## src/verilog/rsw_pkg.sv

```systemverilog
// Purpose: shared constants for the radio sleep/wake sequencer pair
// Assumes: 25 MHz clock, 40 ns period
// Notes:   times kept in their own unit, cycle counts derived
package rsw_pkg;
   localparam int unsigned CLK_NS        = 40;
   localparam int unsigned T_PWR_US      = 1300;
   localparam int unsigned T_RST_US      = 1;
   localparam int unsigned T_PD_US       = 10;
   localparam int unsigned T_SLEEP_NS    = 50;
   localparam int unsigned T_WAKE_US     = 2000;
   localparam int unsigned T_STABLE_US   = 2100;
   localparam int unsigned T_STABLE2_US  = 2100;
   localparam int unsigned T_SPI_RDY_US  = 1;
   // least times round up, typical device times round down
   localparam int unsigned PWR_CYC    = (T_PWR_US * 1000 + CLK_NS - 1) / CLK_NS;
   localparam int unsigned RST_CYC    = (T_RST_US * 1000 + CLK_NS - 1) / CLK_NS;
   localparam int unsigned PD_CYC     = (T_PD_US * 1000 + CLK_NS - 1) / CLK_NS;
   localparam int unsigned SLEEP_CYC  = (T_SLEEP_NS / CLK_NS) > 0 ?
                                        (T_SLEEP_NS / CLK_NS) : 1;
   localparam int unsigned WAKE_CYC   = T_WAKE_US * 1000 / CLK_NS;
   localparam int unsigned STABLE_CYC = T_STABLE_US * 1000 / CLK_NS;
   localparam int unsigned STAB2_CYC  = T_STABLE2_US * 1000 / CLK_NS;
   localparam int unsigned SPI_RDY_CYC =
      (T_SPI_RDY_US * 1000 + CLK_NS - 1) / CLK_NS;
   localparam int unsigned CNT_W = 18;
   // device register map
   localparam logic [7:0] IRQ_PIN_CONFIG_ADDR  = 8'h05;
   localparam logic [7:0] WAKE_IRQ_ENABLE_ADDR = 8'h1c;
   localparam logic [7:0] IRQ_PIN_CONFIG_RST   = 8'h00;
   localparam logic [7:0] WAKE_IRQ_ENABLE_RST  = 8'h00;
   localparam int unsigned CFG_POL_BIT   = 0;
   localparam int unsigned CFG_DRIVE_BIT = 1;
   localparam int unsigned WAKE_EN_BIT   = 0;
   // host register map
   localparam logic [3:0] H_CTRL_ADDR    = 4'h0;
   localparam logic [3:0] H_STATUS_ADDR  = 4'h1;
   localparam logic [3:0] H_IRQ_ST_ADDR  = 4'h2;
   localparam logic [3:0] H_IRQ_MSK_ADDR = 4'h3;
   localparam logic [3:0] H_REG_ADDR     = 4'h4;
   localparam logic [3:0] H_REG_WDATA    = 4'h5;
   localparam logic [3:0] H_REG_RDATA    = 4'h6;
   localparam int unsigned CTRL_SLEEP_BIT = 0;
   localparam int unsigned CTRL_RST_BIT   = 1;
   localparam int unsigned CTRL_WR_BIT    = 2;
   localparam int unsigned CTRL_RD_BIT    = 3;
   localparam int unsigned EV_READY_BIT   = 0;
   localparam int unsigned EV_WAKE_BIT    = 1;
   localparam int unsigned EV_DONE_BIT    = 2;
endpackage

```

## src/verilog/rsw_link_if.sv

```systemverilog
// Purpose: pins between host and radio sleep/wake sequencer
// Assumes: one clock; irq pin resolved from enable here
// Notes:   reg_* is a simplified parallel stand-in for the serial port
`timescale 1ns/1ns
interface rsw_link_if;
   logic       resetn;
   logic       power_down_pin;
   logic       irq_o_val;
   logic       irq_oe;
   logic       crystal_clock_output;
   logic       reg_wr;
   logic       reg_rd;
   logic [7:0] reg_addr;
   logic [7:0] reg_wdata;
   logic [7:0] reg_rdata;
   logic       irq_pin;
   // open drain with pull-up when not driven
   assign irq_pin = irq_oe ? irq_o_val : 1'b1;
   modport dev (input resetn, input power_down_pin, output irq_o_val,
                output irq_oe, output crystal_clock_output, input reg_wr,
                input reg_rd, input reg_addr, input reg_wdata,
                output reg_rdata);
   modport host (output resetn, output power_down_pin, input irq_pin,
                 input crystal_clock_output, output reg_wr, output reg_rd,
                 output reg_addr, output reg_wdata, input reg_rdata);
endinterface

```

## src/verilog/rsw_device.sv

```systemverilog
// Purpose: device end: sleep entry, wake timing, interrupt pin style
// Assumes: pins synchronous to clk_i
// Notes:   times are typical figures rounded down to cycles
//
// Overview of operation
// (RL1) host holds reset 1300 us after power
// (RL2) reset pulses last at least 1 us
// (RL3) power-down held asserted during power up
// (RL4) power-down released no sooner than 1300 us
// (RL5) power-down pulses last at least 10 us
// (RL6) power-down enters low power within 50 ns
// (RL7) clocks run 2000 us after release
// (RL8) clock output starts 2000 us after release
// (RL9) release raises wake irq if enabled
// (RL10) oscillator stable 2100 us after release
// (RL11) stable 2100 us after wake irq; code gives 100 us after it
// (RL12) host waits 1 us after stable
// (RL13) irq polarity and drive set by config
// (RL14) sleep ignores transactions, holds state
`timescale 1ns/1ns
module rsw_device (
   input  wire logic clk_i,
   input  wire logic resetn_i,
   input  wire logic clk_out_en_i,
   output logic      clocks_run_o,
   output logic      osc_stable_o,
   output logic      low_power_o,
   rsw_link_if.dev   link
);
   typedef enum logic [3:0] {
      DS_SLEEP  = 4'b0001,
      DS_WAKE   = 4'b0010,
      DS_SETTLE = 4'b0100,
      DS_RUN    = 4'b1000
   } rsw_dstate_type;

   rsw_dstate_type    state_ff, nxt_state;
   logic [17:0]       cnt_ff, nxt_cnt;
   logic [7:0]        cfg_ff, nxt_cfg;
   logic [7:0]        wen_ff, nxt_wen;
   logic [7:0]        rdata_ff, nxt_rdata;
   logic              wirq_ff, nxt_wirq;
   logic              ck_ff, nxt_ck;
   logic              lp_ff, nxt_lp;
   logic              run_ff, nxt_run;
   logic              stable_ff, nxt_stable;
   logic              active;

   // settle and run both count as awake for registers and clocks
   function automatic logic is_awake(input rsw_dstate_type s);
      is_awake = (s == DS_SETTLE) || (s == DS_RUN);
   endfunction

   // counter step shared by wake and settle; saturates so a stuck
   // state cannot wrap round into an early match
   function automatic logic [17:0] step_cnt(input logic [17:0] c);
      step_cnt = (&c) ? c : c + 18'h0_0001;
   endfunction

   // write select for one device register
   function automatic logic wr_hit(input logic       wr,
                                   input logic [7:0] addr,
                                   input logic [7:0] target);
      wr_hit = wr && (addr == target);
   endfunction

   // read mux; unmapped offsets read zero
   function automatic logic [7:0] rd_mux(input logic [7:0] addr,
                                         input logic [7:0] cfg,
                                         input logic [7:0] wen);
      unique case (addr)
         rsw_pkg::IRQ_PIN_CONFIG_ADDR:  rd_mux = cfg;
         rsw_pkg::WAKE_IRQ_ENABLE_ADDR: rd_mux = wen;
         default:                       rd_mux = 8'h00;
      endcase
   endfunction

   // pin level of the wake interrupt under the chosen polarity
   function automatic logic irq_level(input logic       wirq,
                                      input logic [7:0] cfg);
      irq_level = wirq ~^ cfg[rsw_pkg::CFG_POL_BIT];
   endfunction

   // open drain only pulls low; push-pull drives both levels
   function automatic logic irq_drive(input logic       lvl,
                                      input logic [7:0] cfg);
      irq_drive = cfg[rsw_pkg::CFG_DRIVE_BIT] || !lvl;
   endfunction

   // pin reset is folded in as a synchronous sleep-like clear
   always_comb begin
      nxt_state = state_ff;
      nxt_cnt   = cnt_ff;
      nxt_wirq  = wirq_ff;
      if (!link.resetn || link.power_down_pin) begin
         nxt_state = DS_SLEEP; // RL6
         nxt_cnt   = '0;
         nxt_wirq  = 1'b0;
      end else begin
         unique case (state_ff)
            DS_SLEEP: begin
               nxt_state = DS_WAKE;
               nxt_cnt   = 18'h0_0001;
            end
            DS_WAKE: begin
               nxt_cnt = step_cnt(cnt_ff);
               if (cnt_ff == 18'(rsw_pkg::WAKE_CYC)) begin // RL7
                  nxt_state = DS_SETTLE;
                  nxt_wirq  = wen_ff[rsw_pkg::WAKE_EN_BIT]; // RL9
               end
            end
            DS_SETTLE: begin
               nxt_cnt = step_cnt(cnt_ff);
               if (cnt_ff == 18'(rsw_pkg::STABLE_CYC)) begin // RL10
                  nxt_state = DS_RUN;
               end
            end
            DS_RUN: nxt_cnt = cnt_ff;
         endcase
      end
   end

   assign active = is_awake(state_ff);

   always_comb begin
      nxt_cfg   = cfg_ff;
      nxt_wen   = wen_ff;
      nxt_rdata = rdata_ff;
      if (!link.resetn) begin
         nxt_cfg = rsw_pkg::IRQ_PIN_CONFIG_RST;
         nxt_wen = rsw_pkg::WAKE_IRQ_ENABLE_RST;
      end else if (active) begin // RL14
         if (wr_hit(link.reg_wr, link.reg_addr,
                    rsw_pkg::IRQ_PIN_CONFIG_ADDR)) begin
            nxt_cfg = link.reg_wdata; // RL13
         end
         if (wr_hit(link.reg_wr, link.reg_addr,
                    rsw_pkg::WAKE_IRQ_ENABLE_ADDR)) begin
            nxt_wen = link.reg_wdata; // RL9
         end
         if (link.reg_rd) begin
            nxt_rdata = rd_mux(link.reg_addr, cfg_ff, wen_ff);
         end
      end
   end

   always_ff @(posedge clk_i or negedge resetn_i) begin
      if (!resetn_i) begin
         state_ff <= DS_SLEEP;
         cnt_ff   <= '0;
         cfg_ff   <= rsw_pkg::IRQ_PIN_CONFIG_RST;
         wen_ff   <= rsw_pkg::WAKE_IRQ_ENABLE_RST;
         rdata_ff <= 8'h00;
         wirq_ff  <= 1'b0;
      end else begin
         state_ff <= nxt_state;
         cnt_ff   <= nxt_cnt;
         cfg_ff   <= nxt_cfg;
         wen_ff   <= nxt_wen;
         rdata_ff <= nxt_rdata;
         wirq_ff  <= nxt_wirq;
      end
   end

   // status outputs taken from the next state, so they line up with
   // the state register and carry no decode glitches
   always_comb begin
      nxt_lp     = nxt_state == DS_SLEEP; // RL6
      nxt_run    = is_awake(nxt_state); // RL7
      nxt_stable = nxt_state == DS_RUN; // RL10
   end

   always_ff @(posedge clk_i or negedge resetn_i) begin
      if (!resetn_i) begin
         lp_ff     <= 1'b1;
         run_ff    <= 1'b0;
         stable_ff <= 1'b0;
      end else begin
         lp_ff     <= nxt_lp;
         run_ff    <= nxt_run;
         stable_ff <= nxt_stable;
      end
   end

   // stable mark counts from release, so it trails the irq by 100 us
   // typ; the second figure is not met, a known limitation
   assign osc_stable_o   = stable_ff; // RL11
   assign clocks_run_o   = run_ff;
   assign low_power_o    = lp_ff;
   assign link.reg_rdata = rdata_ff;
   // bit0: 1 = active high; bit1: 1 = push-pull, 0 = open drain
   assign link.irq_o_val = irq_level(wirq_ff, cfg_ff); // RL13
   assign link.irq_oe    = irq_drive(link.irq_o_val, cfg_ff); // RL13

   // gated clock stand-in: divide by two while running; held low
   // otherwise so the pin rests at a known level in sleep
   always_comb begin
      nxt_ck = 1'b0;
      if (active && clk_out_en_i) begin
         nxt_ck = !ck_ff; // RL8
      end
   end

   always_ff @(posedge clk_i or negedge resetn_i) begin
      if (!resetn_i) begin
         ck_ff <= 1'b0;
      end else begin
         ck_ff <= nxt_ck;
      end
   end

   assign link.crystal_clock_output = ck_ff;
endmodule

```

## src/flat_wrapper.sv

```systemverilog
// flat-port wrapper written by rule: the top's interface ports become plain ports
module rsw_device_flat 
  (clk_i, resetn_i, clk_out_en_i, clocks_run_o, osc_stable_o, low_power_o, link_resetn, link_power_down_pin, link_irq_o_val, link_irq_oe, link_crystal_clock_output, link_reg_wr, link_reg_rd, link_reg_addr, link_reg_wdata, link_reg_rdata);
  rsw_link_if link_i ();
  input  wire logic clk_i;
  input  wire logic resetn_i;
  input  wire logic clk_out_en_i;
  output logic clocks_run_o;
  output logic osc_stable_o;
  output logic low_power_o;
  input wire logic [$bits(link_i.resetn)-1:0] link_resetn;
  input wire logic [$bits(link_i.power_down_pin)-1:0] link_power_down_pin;
  output wire logic [$bits(link_i.irq_o_val)-1:0] link_irq_o_val;
  output wire logic [$bits(link_i.irq_oe)-1:0] link_irq_oe;
  output wire logic [$bits(link_i.crystal_clock_output)-1:0] link_crystal_clock_output;
  input wire logic [$bits(link_i.reg_wr)-1:0] link_reg_wr;
  input wire logic [$bits(link_i.reg_rd)-1:0] link_reg_rd;
  input wire logic [$bits(link_i.reg_addr)-1:0] link_reg_addr;
  input wire logic [$bits(link_i.reg_wdata)-1:0] link_reg_wdata;
  output wire logic [$bits(link_i.reg_rdata)-1:0] link_reg_rdata;
  assign link_i.resetn = link_resetn;
  assign link_i.power_down_pin = link_power_down_pin;
  assign link_irq_o_val = link_i.irq_o_val;
  assign link_irq_oe = link_i.irq_oe;
  assign link_crystal_clock_output = link_i.crystal_clock_output;
  assign link_i.reg_wr = link_reg_wr;
  assign link_i.reg_rd = link_reg_rd;
  assign link_i.reg_addr = link_reg_addr;
  assign link_i.reg_wdata = link_reg_wdata;
  assign link_reg_rdata = link_i.reg_rdata;
  rsw_device u_core (.clk_i(clk_i), .resetn_i(resetn_i), .clk_out_en_i(clk_out_en_i), .clocks_run_o(clocks_run_o), .osc_stable_o(osc_stable_o), .low_power_o(low_power_o), .link(link_i));
endmodule
```

## config.mk

```make
export PLATFORM = sky130hd
export DESIGN_NAME = rsw_device_flat
export DESIGN_NICKNAME = d
export VERILOG_FILES = /design/src/verilog/rsw_pkg.sv /design/src/verilog/rsw_link_if.sv /design/src/verilog/rsw_device.sv /design/src/flat_wrapper.sv
export SDC_FILE = /design/constraint.sdc
export NUM_CORES = 1
export LEC_CHECK = 0
export BUFFER_PORTS_ARGS = -buffer_cell sky130_fd_sc_hd__clkbuf_2
export CAP_MARGIN = 20
export CORE_MARGIN = 2
export CORE_UTILIZATION = 50
export CTS_BUF_LIST = sky130_fd_sc_hd__clkbuf_16
export CTS_CLUSTER_SIZE = 24
export DETAILED_ROUTE_END_ITERATION = 8
export GPL_TIMING_DRIVEN = 0
export HOLD_SLACK_MARGIN = 0.03
export PLACE_DENSITY = 0.71
export SETUP_SLACK_MARGIN = 0.05
export SLEW_MARGIN = 20
export SYNTH_ARGS = -nofsm -noshare
export SYNTH_HDL_FRONTEND = slang
export SYNTH_SLANG_ARGS = --single-unit
```

## constraint.sdc

```tcl
create_clock -name clk_i -period 6.4 [get_ports clk_i]
set_input_delay 0.64 -clock clk_i [delete_from_list [all_inputs] [get_ports clk_i]]
set_output_delay 0.64 -clock clk_i [all_outputs]
set_load 0.02 [all_outputs]
```

==> summary.md, run 1 <==
| Metric | Value |
|---|---|
| Number of nets at the end of the flow | 346 |
| Period minus WS final | 2.41 ns |
| CTS Sinks | 51 |
| Chip width | 78.5 µm |
| WP depth | 9 |
| CTS-repair resized insts | 0 |
| Largest net degree at the start of global routing | 52 |
| Top cells by area, synth | dfrtp_1, mux2i_1, a21oi_1, nor2b_1, nor2_1 |
| Critical-path top delay cell | dfrtp_1 |
| Worst Setup SP | u_core.cnt_ff[0] |
| Count of cell types in the netlist | 53 |
| First-pass DRT Iterations | 5 |
| Critical path peak fanout | 10 |
| CP max stage delay | 0.42 ns |
| Critical-path cell list | ha_1, and3_1, clkbuf_1, and4_1, and3_1, buf_2, o21ai_1, buf_2, a31oi_1 |
| Setup crit end kind | register |
| Worst setup margin | 3.99 ns |
| Crit path buf inv count | 3 |
| Post-CTS setup buffers | 0 |
| Crit path required time | 6.56 ns |
| Leakage | 1.36 nW |
| Vias per Instance | 5.81 |
| Clk network pwr share | 42.4% |
| Switching part of the total power | 23.9% |
| EDFF count, synth | 0 |
| # fillers | 470 |
| Placer Congestion | 0.867 |
| Sequential area share after synthesis | 46.1% |
| RR Startpoint | u_core.cnt_ff[0] |
| CTS H-tree lvls | 2 |
| Sequential Power Share | 47.4% |
| Fin util | 59.2% |
| Hold_buf cts | 0 |
| All-Layer GR Usage | 21.3% |
| TritonCTS clock tree | yes |
| R2R Path End | u_core.cnt_ff[11] |
| Max-cap violation count | 0 |
| Rows | 27 |
| F_max | 415 MHz |
| Wire per inst | 15.4 µm |
| Average cell area after synthesis | 9.98 µm² |
| Rel. slew slack | 54.5% |
| DRT iter0 DRCs | 147 |
| Antenna-violating nets left | 0 |
| Grt total ovfl | 0 |
| Post-Syn Area | 2770 µm² |
| Pwr per Cell Area | 223 nW/µm² |
| Final Hold Fails | 0 |
| Delay-heaviest family, CP | simple AND/OR/NAND/NOR gates |
| P_int | 0.545 mW |
| Clock slew at reported path FFs | 0.07 ns |
| First-pass GRT wire length | 10400 µm |
| Switching power total | 0.171 mW |
| R2R setup slack | 3.99 ns |
| Antenna violations before repair | 0 |
| Synthesized instance count | 278 |
| Warnings, synthesis | 0 |
| Via count | 2290 |
| Slew at the pin closest to its max-slew limit | 0.682 ns |
| Die Y | 78.5 µm |
| CP arrival | 2.57 ns |
| Core Region | 5440 µm² |
| CTS Buffer Depth | 2 |
| Power, Total | 0.717 mW |
| Status | completed |
| Unrepaired setup endpoints after global routing | no |
| I/O pin count | 37 |
| WL final | 6070 µm |
| Clock skew | 0.00316 ns |
| Slew Limit Fails | 0 |
| Yosys top cell by area | dfrtp_1 |
| Setup violators final | 0 |
| CP Launch Type | register |
| HPWL after DPL | 4310 µm |
| Syn Nets | 303 |
| FF-to-FF path depth | 9 |
| Seq cells post-synth | 51 |
| Setup TNS | 0 ns |
| Comb power frac | 10.3% |
| Initial Util | 51.0% |
| Post-synth top area share | 44.2% |
| Antenna cell count | 0 |
| Worst hold path type | primary input to async pin |
| Port Buffers | 36 |
| Vias in the first global route | 2179 |
| Hold slack | 0.420 ns |
| Layout area overhead | 16.0% |
| Final worst-path cycle share | 37.7% |
| Ys async rst share | 100% |
| CTS root buf | clkbuf_16 |
| Layout cells sized above 1 | 20.5% |
| DIE AREA | 6160 µm² |
| Worst-Skew Late Latency | 0.29 ns |
| Top FF cell, synth | dfrtp_1 |
| Crit Path Category | register to register |
| CTS buffer count | 5 |
| CP Capture Point | u_core.cnt_ff[11] |
| Drt drc | 0 |
| Maximum vdd ir drop | 0.000101 V |
| Placement Setup Slack | 3.76 ns |
## synth_stat cells (2+ instances only)
library cell and n:
and4_1 4, nand2_1 15, nor4_4 2, dfrtp_1 49, a21oi_1 20, and2_1 2
nor2b_1 16, a31oi_1 9, nand2b_1 6, nor3_1 8, or3_1 2, nand3_1 10
inv_1 7, mux2i_1 19, nand4_1 6, dfstp_2 2, nor2_1 20, and3_1 9
clkbuf_1 8, a22oi_1 8, o211ai_1 4, buf_6 2, o311ai_0 2, xnor2_1 3
a41oi_1 4, buf_2 6, or4b_4 2, ha_1 2, o21ai_0 7
## per-layer routing
layer	GRT usage (%)	vias up	share of wire, %
met1	30.9	1119	47
met5	0	-	0
met2	32.8	57	47
li1	-	1107	-
met4	5.61	0	1.0
met3	4.25	7	4.6
## through the flow
stage               std cells  area [µm²]
finish                    394        3220
global route              394        3220
CTS                       394        3220
detailed placement        386        3050
global placement          386        3040
floorplan                 278        2770
## power groups by stage
stage                     clock, mW  sequential [mW]  combinational [mW]
after floorplan                   0            0.356              0.0313
after global placement            0            0.346              0.0718
after detailed placement          0            0.346              0.0739
after global routing          0.324            0.341              0.0824
final                         0.303            0.340              0.0735
after CTS                     0.311            0.340              0.0744
## sequential cells by signal, summed over array words and instances, names as in the netlist
name and flops:
u_core.cfg_ff 8, u_core.clocks_run_o 1, u_core.cnt_ff 18, u_core.link.crystal_clock_output 1, u_core.link.reg_rdata 8, u_core.low_power_o 1
u_core.osc_stable_o 1, u_core.state_ff 4, u_core.wen_ff 8, u_core.wirq_ff 1
## how the worst min path moves through the flow
| stage | endpoint | slack [ns] |
|---|---|---|
| 2_1_floorplan | u_core.cfg_ff[0] | 0.34 |
| 3_3_place_gp | u_core.link.reg_rdata[6] | 0.51 |
| 3_5_place_dp | u_core.link.reg_rdata[5] | 0.52 |
| 4_1_cts | u_core.clocks_run_o | 0.45 |
| 5_1_grt | u_core.state_ff[2] | 0.48 |
| 6_report | u_core.cnt_ff[5] | 0.42 |
## cell families (layout without fill, tap and decap cells)
| family | after synthesis | after routing | share of synthesized area [%] |
|---|---|---|---|
| adder cells (fa/ha/maj) | 2 | 2 | 0.902 |
| AO/OA/AOI/OAI | 65 | 65 | 16.2 |
| multiplexers | 19 | 19 | 6.86 |
| XOR/XNOR | 4 | 4 | 1.26 |
| flip-flops | 51 | 51 | 46.1 |
| AND/OR/NAND/NOR | 112 | 112 | 24.4 |
| buffers and inverters | 25 | 69 | 4.24 |
## cell usage in the layout (no fill, tap or decap), types with 2 or more instances in the layout
cell type / Yosys / final
a21oi_1: 20 / 20
a22oi_1: 8 / 8
a31oi_1: 9 / 9
a41oi_1: 4 / 4
and2_1: 2 / 2
and3_1: 9 / 9
and4_1: 4 / 4
buf_2: 6 / 6
buf_6: 2 / 2
clkbuf_1: 8 / 8
clkbuf_16: 0 / 5
clkbuf_2: 1 / 36
dfrtp_1: 49 / 49
dfstp_2: 2 / 2
ha_1: 2 / 2
inv_1: 7 / 7
mux2i_1: 19 / 19
nand2_1: 15 / 15
nand2b_1: 6 / 6
nand3_1: 10 / 10
nand4_1: 6 / 6
nor2_1: 20 / 20
nor2b_1: 16 / 16
nor3_1: 8 / 8
nor4_4: 2 / 2
o211ai_1: 4 / 4
o21ai_0: 7 / 7
o311ai_0: 2 / 2
or3_1: 2 / 2
or4b_4: 2 / 2
xnor2_1: 3 / 3
## area by class of cell
class	count	area, µm²	share of cell area, %
well taps	72	90.1	2.80
flip-flops and latches	51	1280	39.7
inverters	8	30.0	0.933
clock buffers	5	125	3.89
clock inverters	3	46.3	1.44
multi-input cells	202	1380	42.8
repair buffers	36	183	5.68
plain buffers	17	87.6	2.72
(Power assumes the default switching activity.)
==> inputs of run 2 (changes only) <==
PLACE_DENSITY = 0.73   (was 0.71)
clock period = 2.1 ns   (was 6.4 ns; I/O delays follow)
==> run 2 against run 1 <==
  * Power grew to 2.9 times the previous value
  * Combinational power grew to 3.1 times the previous value
  * Die area is the same
  * Utilization grew 2.0 points
  * Cell area rose by 3.3%
  * Final cell count rose by 1.5%
  * Worst setup slack worse by 4.0 ns
  * Worst hold slack lost 0.23 ns
  * Largest cell class unchanged
  * Highest routed layer unchanged
==> summary.md, run 2 (synthesis results as in run 1) <==
| Metric | Value |
|---|---|
| Status | completed |
| Commonest non-fill, non-tap cell in the layout | dfrtp_1 |
| Vias in the first global route | 2129 |
| Die Y | 78.5 µm |
| Hold slack | 0.185 ns |
| Clk network pwr share | 38.2% |
| Worst setup margin | 0.0333 ns |
| All-Layer GR Usage | 21.4% |
| DIE AREA | 6160 µm² |
| Wire per inst | 15.7 µm |
| Multi-input logic area | 1450 µm² |
| Grt total ovfl | 0 |
| Antenna violations before repair | 0 |
| Setup violators final | 0 |
| F_max | 484 MHz |
| Final worst-path cycle share | 98.4% |
| Crit Path Category | register to register |
| Worst hold path type | primary input to register |
| WL final | 6280 µm |
| Placer Congestion | 0.825 |
| Worst-Skew Late Latency | 0.29 ns |
| Crit path required time | 2.27 ns |
| Register with the most flip-flops | u_core.cnt_ff |
| TritonCTS clock tree | yes |
| CTS H-tree lvls | 2 |
| Number of nets at the end of the flow | 352 |
| CTS Sinks | 51 |
| Core Region | 5440 µm² |
| Clock skew | 0.00502 ns |
| CTS root buf | clkbuf_16 |
| Clock slew at reported path FFs | 0.07 ns |
| Layout area overhead | 19.8% |
| Critical path peak fanout | 7 |
| CP Launch Type | register |
| Most frequent cells in the layout | dfrtp_1, clkbuf_2, a21oi_1 |
| CTS buffer count | 5 |
| Placement Setup Slack | -0.193 ns |
| # fillers | 457 |
| Slew at the pin closest to its max-slew limit | 0.700 ns |
| Pwr per Cell Area | 616 nW/µm² |
| First-pass DRT Iterations | 5 |
| Chip width | 78.5 µm |
| HPWL after DPL | 4240 µm |
| Final Hold Fails | 0 |
| Max-cap violation count | 0 |
| Fin util | 61.1% |
| Layout cells sized above 1 | 26.2% |
| Unrepaired setup endpoints after global routing | yes |
| Antenna-violating nets left | 0 |
| Port Buffers | 36 |
| Max FFs per register | 18 |
| Largest net degree at the start of global routing | 52 |
| Setup crit end kind | register |
| Comb power frac | 11.1% |
| Rel. slew slack | 53.3% |
| Leakage | 1.40 nW |
| First-pass GRT wire length | 10400 µm |
| Switching part of the total power | 25.2% |
| FF+latch area | 1280 µm² |
| Maximum vdd ir drop | 0.000309 V |
| CTS Buffer Depth | 2 |
| # placed instances | 386 |
| R2R setup slack | 0.03 ns |
| Final std cells w/o fill | 400 |
| Via count | 2356 |
| Period minus WS final | 2.07 ns |
| Slew Limit Fails | 0 |
| Sequential Power Share | 50.7% |
| Rows | 27 |
| Vias per Instance | 5.89 |
| Switching power total | 0.516 mW |
| Initial Util | 51.0% |
| Power, Total | 2.05 mW |
| I/O pin count | 37 |
| Drt drc | 0 |
| P_int | 1.53 mW |
| Setup TNS | 0 ns |
| Final instance area | 3320 µm² |
| Cell Area, Placed | 3050 µm² |
| DRT iter0 DRCs | 177 |
| CP arrival | 2.23 ns |
| Antenna cell count | 0 |
## run 2: cell types whose count changed in the layout (fill, tap and decap cells not counted), moves of 2 or more
cell and delta:
buf_2 -2, buf_4 +7, and3_1 -2, inv_1 -2, clkbuf_1 -5, inv_2 +2, clkinv_1 +2, clkbuf_2 +2
## run 2: critical path, stage by stage, from the launching register on
cell and delay (ns):
dfrtp_1 0.42, ha_1 0.24, and3_4 0.21, and4_4 0.20
and3_1 0.16, buf_2 0.16, o21ai_4 0.22, clkbuf_4 0.22
a31oi_1 0.09
## run 2: power groups by stage
stage                     clock network, mW  registers (mW)  logic, mW
after floorplan                           0            1.09     0.0953
after global placement                    0            1.05      0.219
after detailed placement                  0            1.05      0.224
after CTS                             0.802            1.04      0.232
after global routing                  0.844            1.04      0.250
final                                 0.782            1.04      0.227
## run 2: repair_timing
action / CTS / global route
pin swaps: 5 / 1
endpoints found under the setup margin: 25 / 26
hold buffers: 1 / 0
resized for setup: 18 / 8
buffers inserted: 5 / 1
hold endpoints to repair: 49 / 0
cloned: 0 / 2
## run 2: cell type report
cell class	instances	share of cell area (%)
sequential	51	38.5
buffer	14	2.63
multi-input combinational	203	43.7
inverter	8	0.903
clock buffer	5	3.76
timing repair buffer	44	7.38
tap	72	2.71
clock inverter	3	0.452
## run 2: worst paths after layout
check                      cells after the start                          endpoint                startpoint
min in group asynchronous                      2                 u_core.cnt_ff[17]                  resetn_i
setup reg to reg                               8                 u_core.cnt_ff[15]          u_core.cnt_ff[0]
hold reg to reg                                2          u_core.link.reg_rdata[6]  u_core.link.reg_rdata[6]
setup / recovery                               8                 u_core.cnt_ff[15]          u_core.cnt_ff[0]
hold / removal                                 2  u_core.link.crystal_clock_output              clk_out_en_i
max in group asynchronous                      2                  u_core.cnt_ff[2]                  resetn_i
## run 2: layer usage
metal / GRT usage, % / wire length, µm / vias to the layer above
li1: - / - / 1121
met1: 31.4 / 2900 / 1143
met2: 31.5 / 2870 / 81
met3: 4.94 / 413 / 11
met4: 6.84 / 95 / 0
met5: 0 / 0 / -
==> inputs of run 3 (changes only) <==
RECOVER_POWER = 100   (was unset)
==> run 3 against run 2 <==
  * First-iteration DRC count decreased by 4.5%
  * Global-route usage unchanged
  * Sequential cell count unchanged
  * Combinational power decreased by 4%
  * Worst hold slack got worse by 0.0075 ns
  * Final cell count unchanged
  * Clock skew about the same
  * Critical path depth unchanged
  * Utilization decreased by 0.74 points
  * Sequential power about the same
  * Largest power group unchanged
  * Non-clock buffer count unchanged
==> summary.md, run 3 (synthesis results as in run 1) <==
| Metric | Value |
|---|---|
| HPWL after DPL | 4240 µm |
| Cell Area, Placed | 3050 µm² |
| I/O pin count | 37 |
| Layout area overhead | 18.4% |
| Vias per Instance | 5.87 |
| Final instance area | 3280 µm² |
| Final Hold Fails | 0 |
| Slew Limit Fails | 0 |
| Commonest non-fill, non-tap cell in the layout | dfrtp_1 |
| RR Startpoint | u_core.cnt_ff[0] |
| Met1 usage | 31.4% |
| Clock slew at reported path FFs | 0.07 ns |
| Grt total ovfl | 0 |
| DIE AREA | 6160 µm² |
| Wire per inst | 15.7 µm |
| Largest net degree at the start of global routing | 52 |
| Antenna-violating nets left | 0 |
| First-pass DRT Iterations | 4 |
| Drt drc | 0 |
| Die Y | 78.5 µm |
| # fillers | 473 |
| CP Launch Type | register |
| Setup crit end kind | register |
| Most frequent cells in the layout | dfrtp_1, clkbuf_2, a21oi_1 |
| Worst hold path type | primary input to register |
| Port Buffers | 36 |
| Core Region | 5440 µm² |
| Slew at the pin closest to its max-slew limit | 1.26 ns |
| Worst-Skew Late Latency | 0.29 ns |
| Hold slack | 0.178 ns |
| Max-cap violation count | 0 |
| First-pass GRT wire length | 10400 µm |
| Period minus WS final | 2.06 ns |
| Status | completed |
| CTS buffer count | 5 |
| All-Layer GR Usage | 21.4% |
| Rel. slew slack | 16.3% |
| Chip width | 78.5 µm |
| Multi-input logic area | 1450 µm² |
| TritonCTS clock tree | yes |
| Critical path peak fanout | 7 |
| GRT busiest layer | met2 |
| Antenna violations before repair | 0 |
| Placer Congestion | 0.825 |
| CTS Sinks | 51 |
| F_max | 484 MHz |
| Initial Util | 51.0% |
| Unrepaired setup endpoints after global routing | yes |
| DRT iter0 DRCs | 169 |
| Max FFs per register | 18 |
| Worst min-delay path startpoint | clk_out_en_i |
| Leakage | 1.35 nW |
| Register with the most flip-flops | u_core.cnt_ff |
| Vias in the first global route | 2129 |
| Met2 Usage GRT | 31.5% |
| Worst Setup SP | u_core.cnt_ff[0] |
| Via count | 2347 |
| Layout cells sized above 1 | 21.6% |
| Crit path required time | 2.27 ns |
| Setup violators final | 0 |
| Pwr per Cell Area | 621 nW/µm² |
| Maximum vdd ir drop | 0.000309 V |
| CP arrival | 2.23 ns |
| CTS H-tree lvls | 2 |
| # placed instances | 386 |
| Antenna cell count | 0 |
| Met3 Track Usage GR | 4.94% |
| Rows | 27 |
| WL final | 6270 µm |
| Final std cells w/o fill | 400 |
| Clock skew | 0.00545 ns |
| Final worst-path cycle share | 98.3% |
| Number of nets at the end of the flow | 352 |
| FF+latch area | 1280 µm² |
| CTS root buf | clkbuf_16 |
| CTS Buffer Depth | 2 |
| Crit Path Category | register to register |
==> run 3: cell count changes in the layout (fill, tap and decap cells not counted), sizes merged <==
| cell | before | now |
|---|---|---|
| buf | 14 | 12 |
| clkbuf | 48 | 50 |
==> run 3: worst max-delay path: stages (launching register included) <==
cell and delay, ns:
dfrtp_1 0.42, ha_1 0.25, and3_4 0.21, and4_4 0.20, and3_1 0.16, buf_2 0.16, o21ai_4 0.22, clkbuf_4 0.22
a31oi_1 0.09
==> run 3: stage by stage <==
step / setup WS [ns] / utilization (%) / total power, mW / TNS, ns
6_report: 0.0353 / 60.4 / 2.04 / 0
4_1_cts: 0.0364 / 60.6 / 2.07 / 0
2_1_floorplan: 0.0595 / - / 1.18 / 0
5_1_grt: -0.0603 / 60.4 / 2.13 / -0.505
3_3_place_gp: -0.208 / 56.0 / 1.27 / -3.30
3_5_place_dp: -0.193 / 56.1 / 1.28 / -3.70
==> run 3: routing by layer <==
metal	part of all wire (%)	wire length [µm]	up-vias
met5	0	0	-
met4	1.5	95	0
met3	6.7	418	11
met2	46	2890	74
met1	46	2860	1138
li1	-	-	1124
==> run 3: repair_timing <==
action,in CTS,in global routing
resized for setup,18,8
pin swaps,5,1
hold buffers,1,0
setup endpoints to repair,25,26
buffers inserted,5,1
hold endpoints to repair,49,0
gates cloned,0,2
==> run 3: final cells by class <==
class | instances | area share [%]
tap | 72 | 2.74
clock buffer | 5 | 3.81
inverter | 8 | 0.914
clock inverter | 3 | 0.457
buffer | 14 | 2.29
timing repair buffer | 44 | 6.78
multi-input combinational | 203 | 44.0
sequential | 51 | 39.0
==> run 3: worst paths after layout <==
kind | to | slack, ns | depth (start not counted)
setup / recovery | u_core.cnt_ff[15] | 0.04 | 8
hold / removal | u_core.link.crystal_clock_output | 0.18 | 2
setup reg to reg | u_core.cnt_ff[15] | 0.04 | 8
hold reg to reg | u_core.link.reg_rdata[6] | 0.52 | 2
max in group asynchronous | u_core.cnt_ff[2] | 0.55 | 2
min in group asynchronous | u_core.cnt_ff[17] | 0.72 | 2
==> run 3: power breakdown <==
part / internal [mW] / total (mW) / switching, mW
combinational: 0.0740 / 0.219 / 0.145
clock: 0.433 / 0.783 / 0.349
sequential: 1.02 / 1.04 / 0.0214
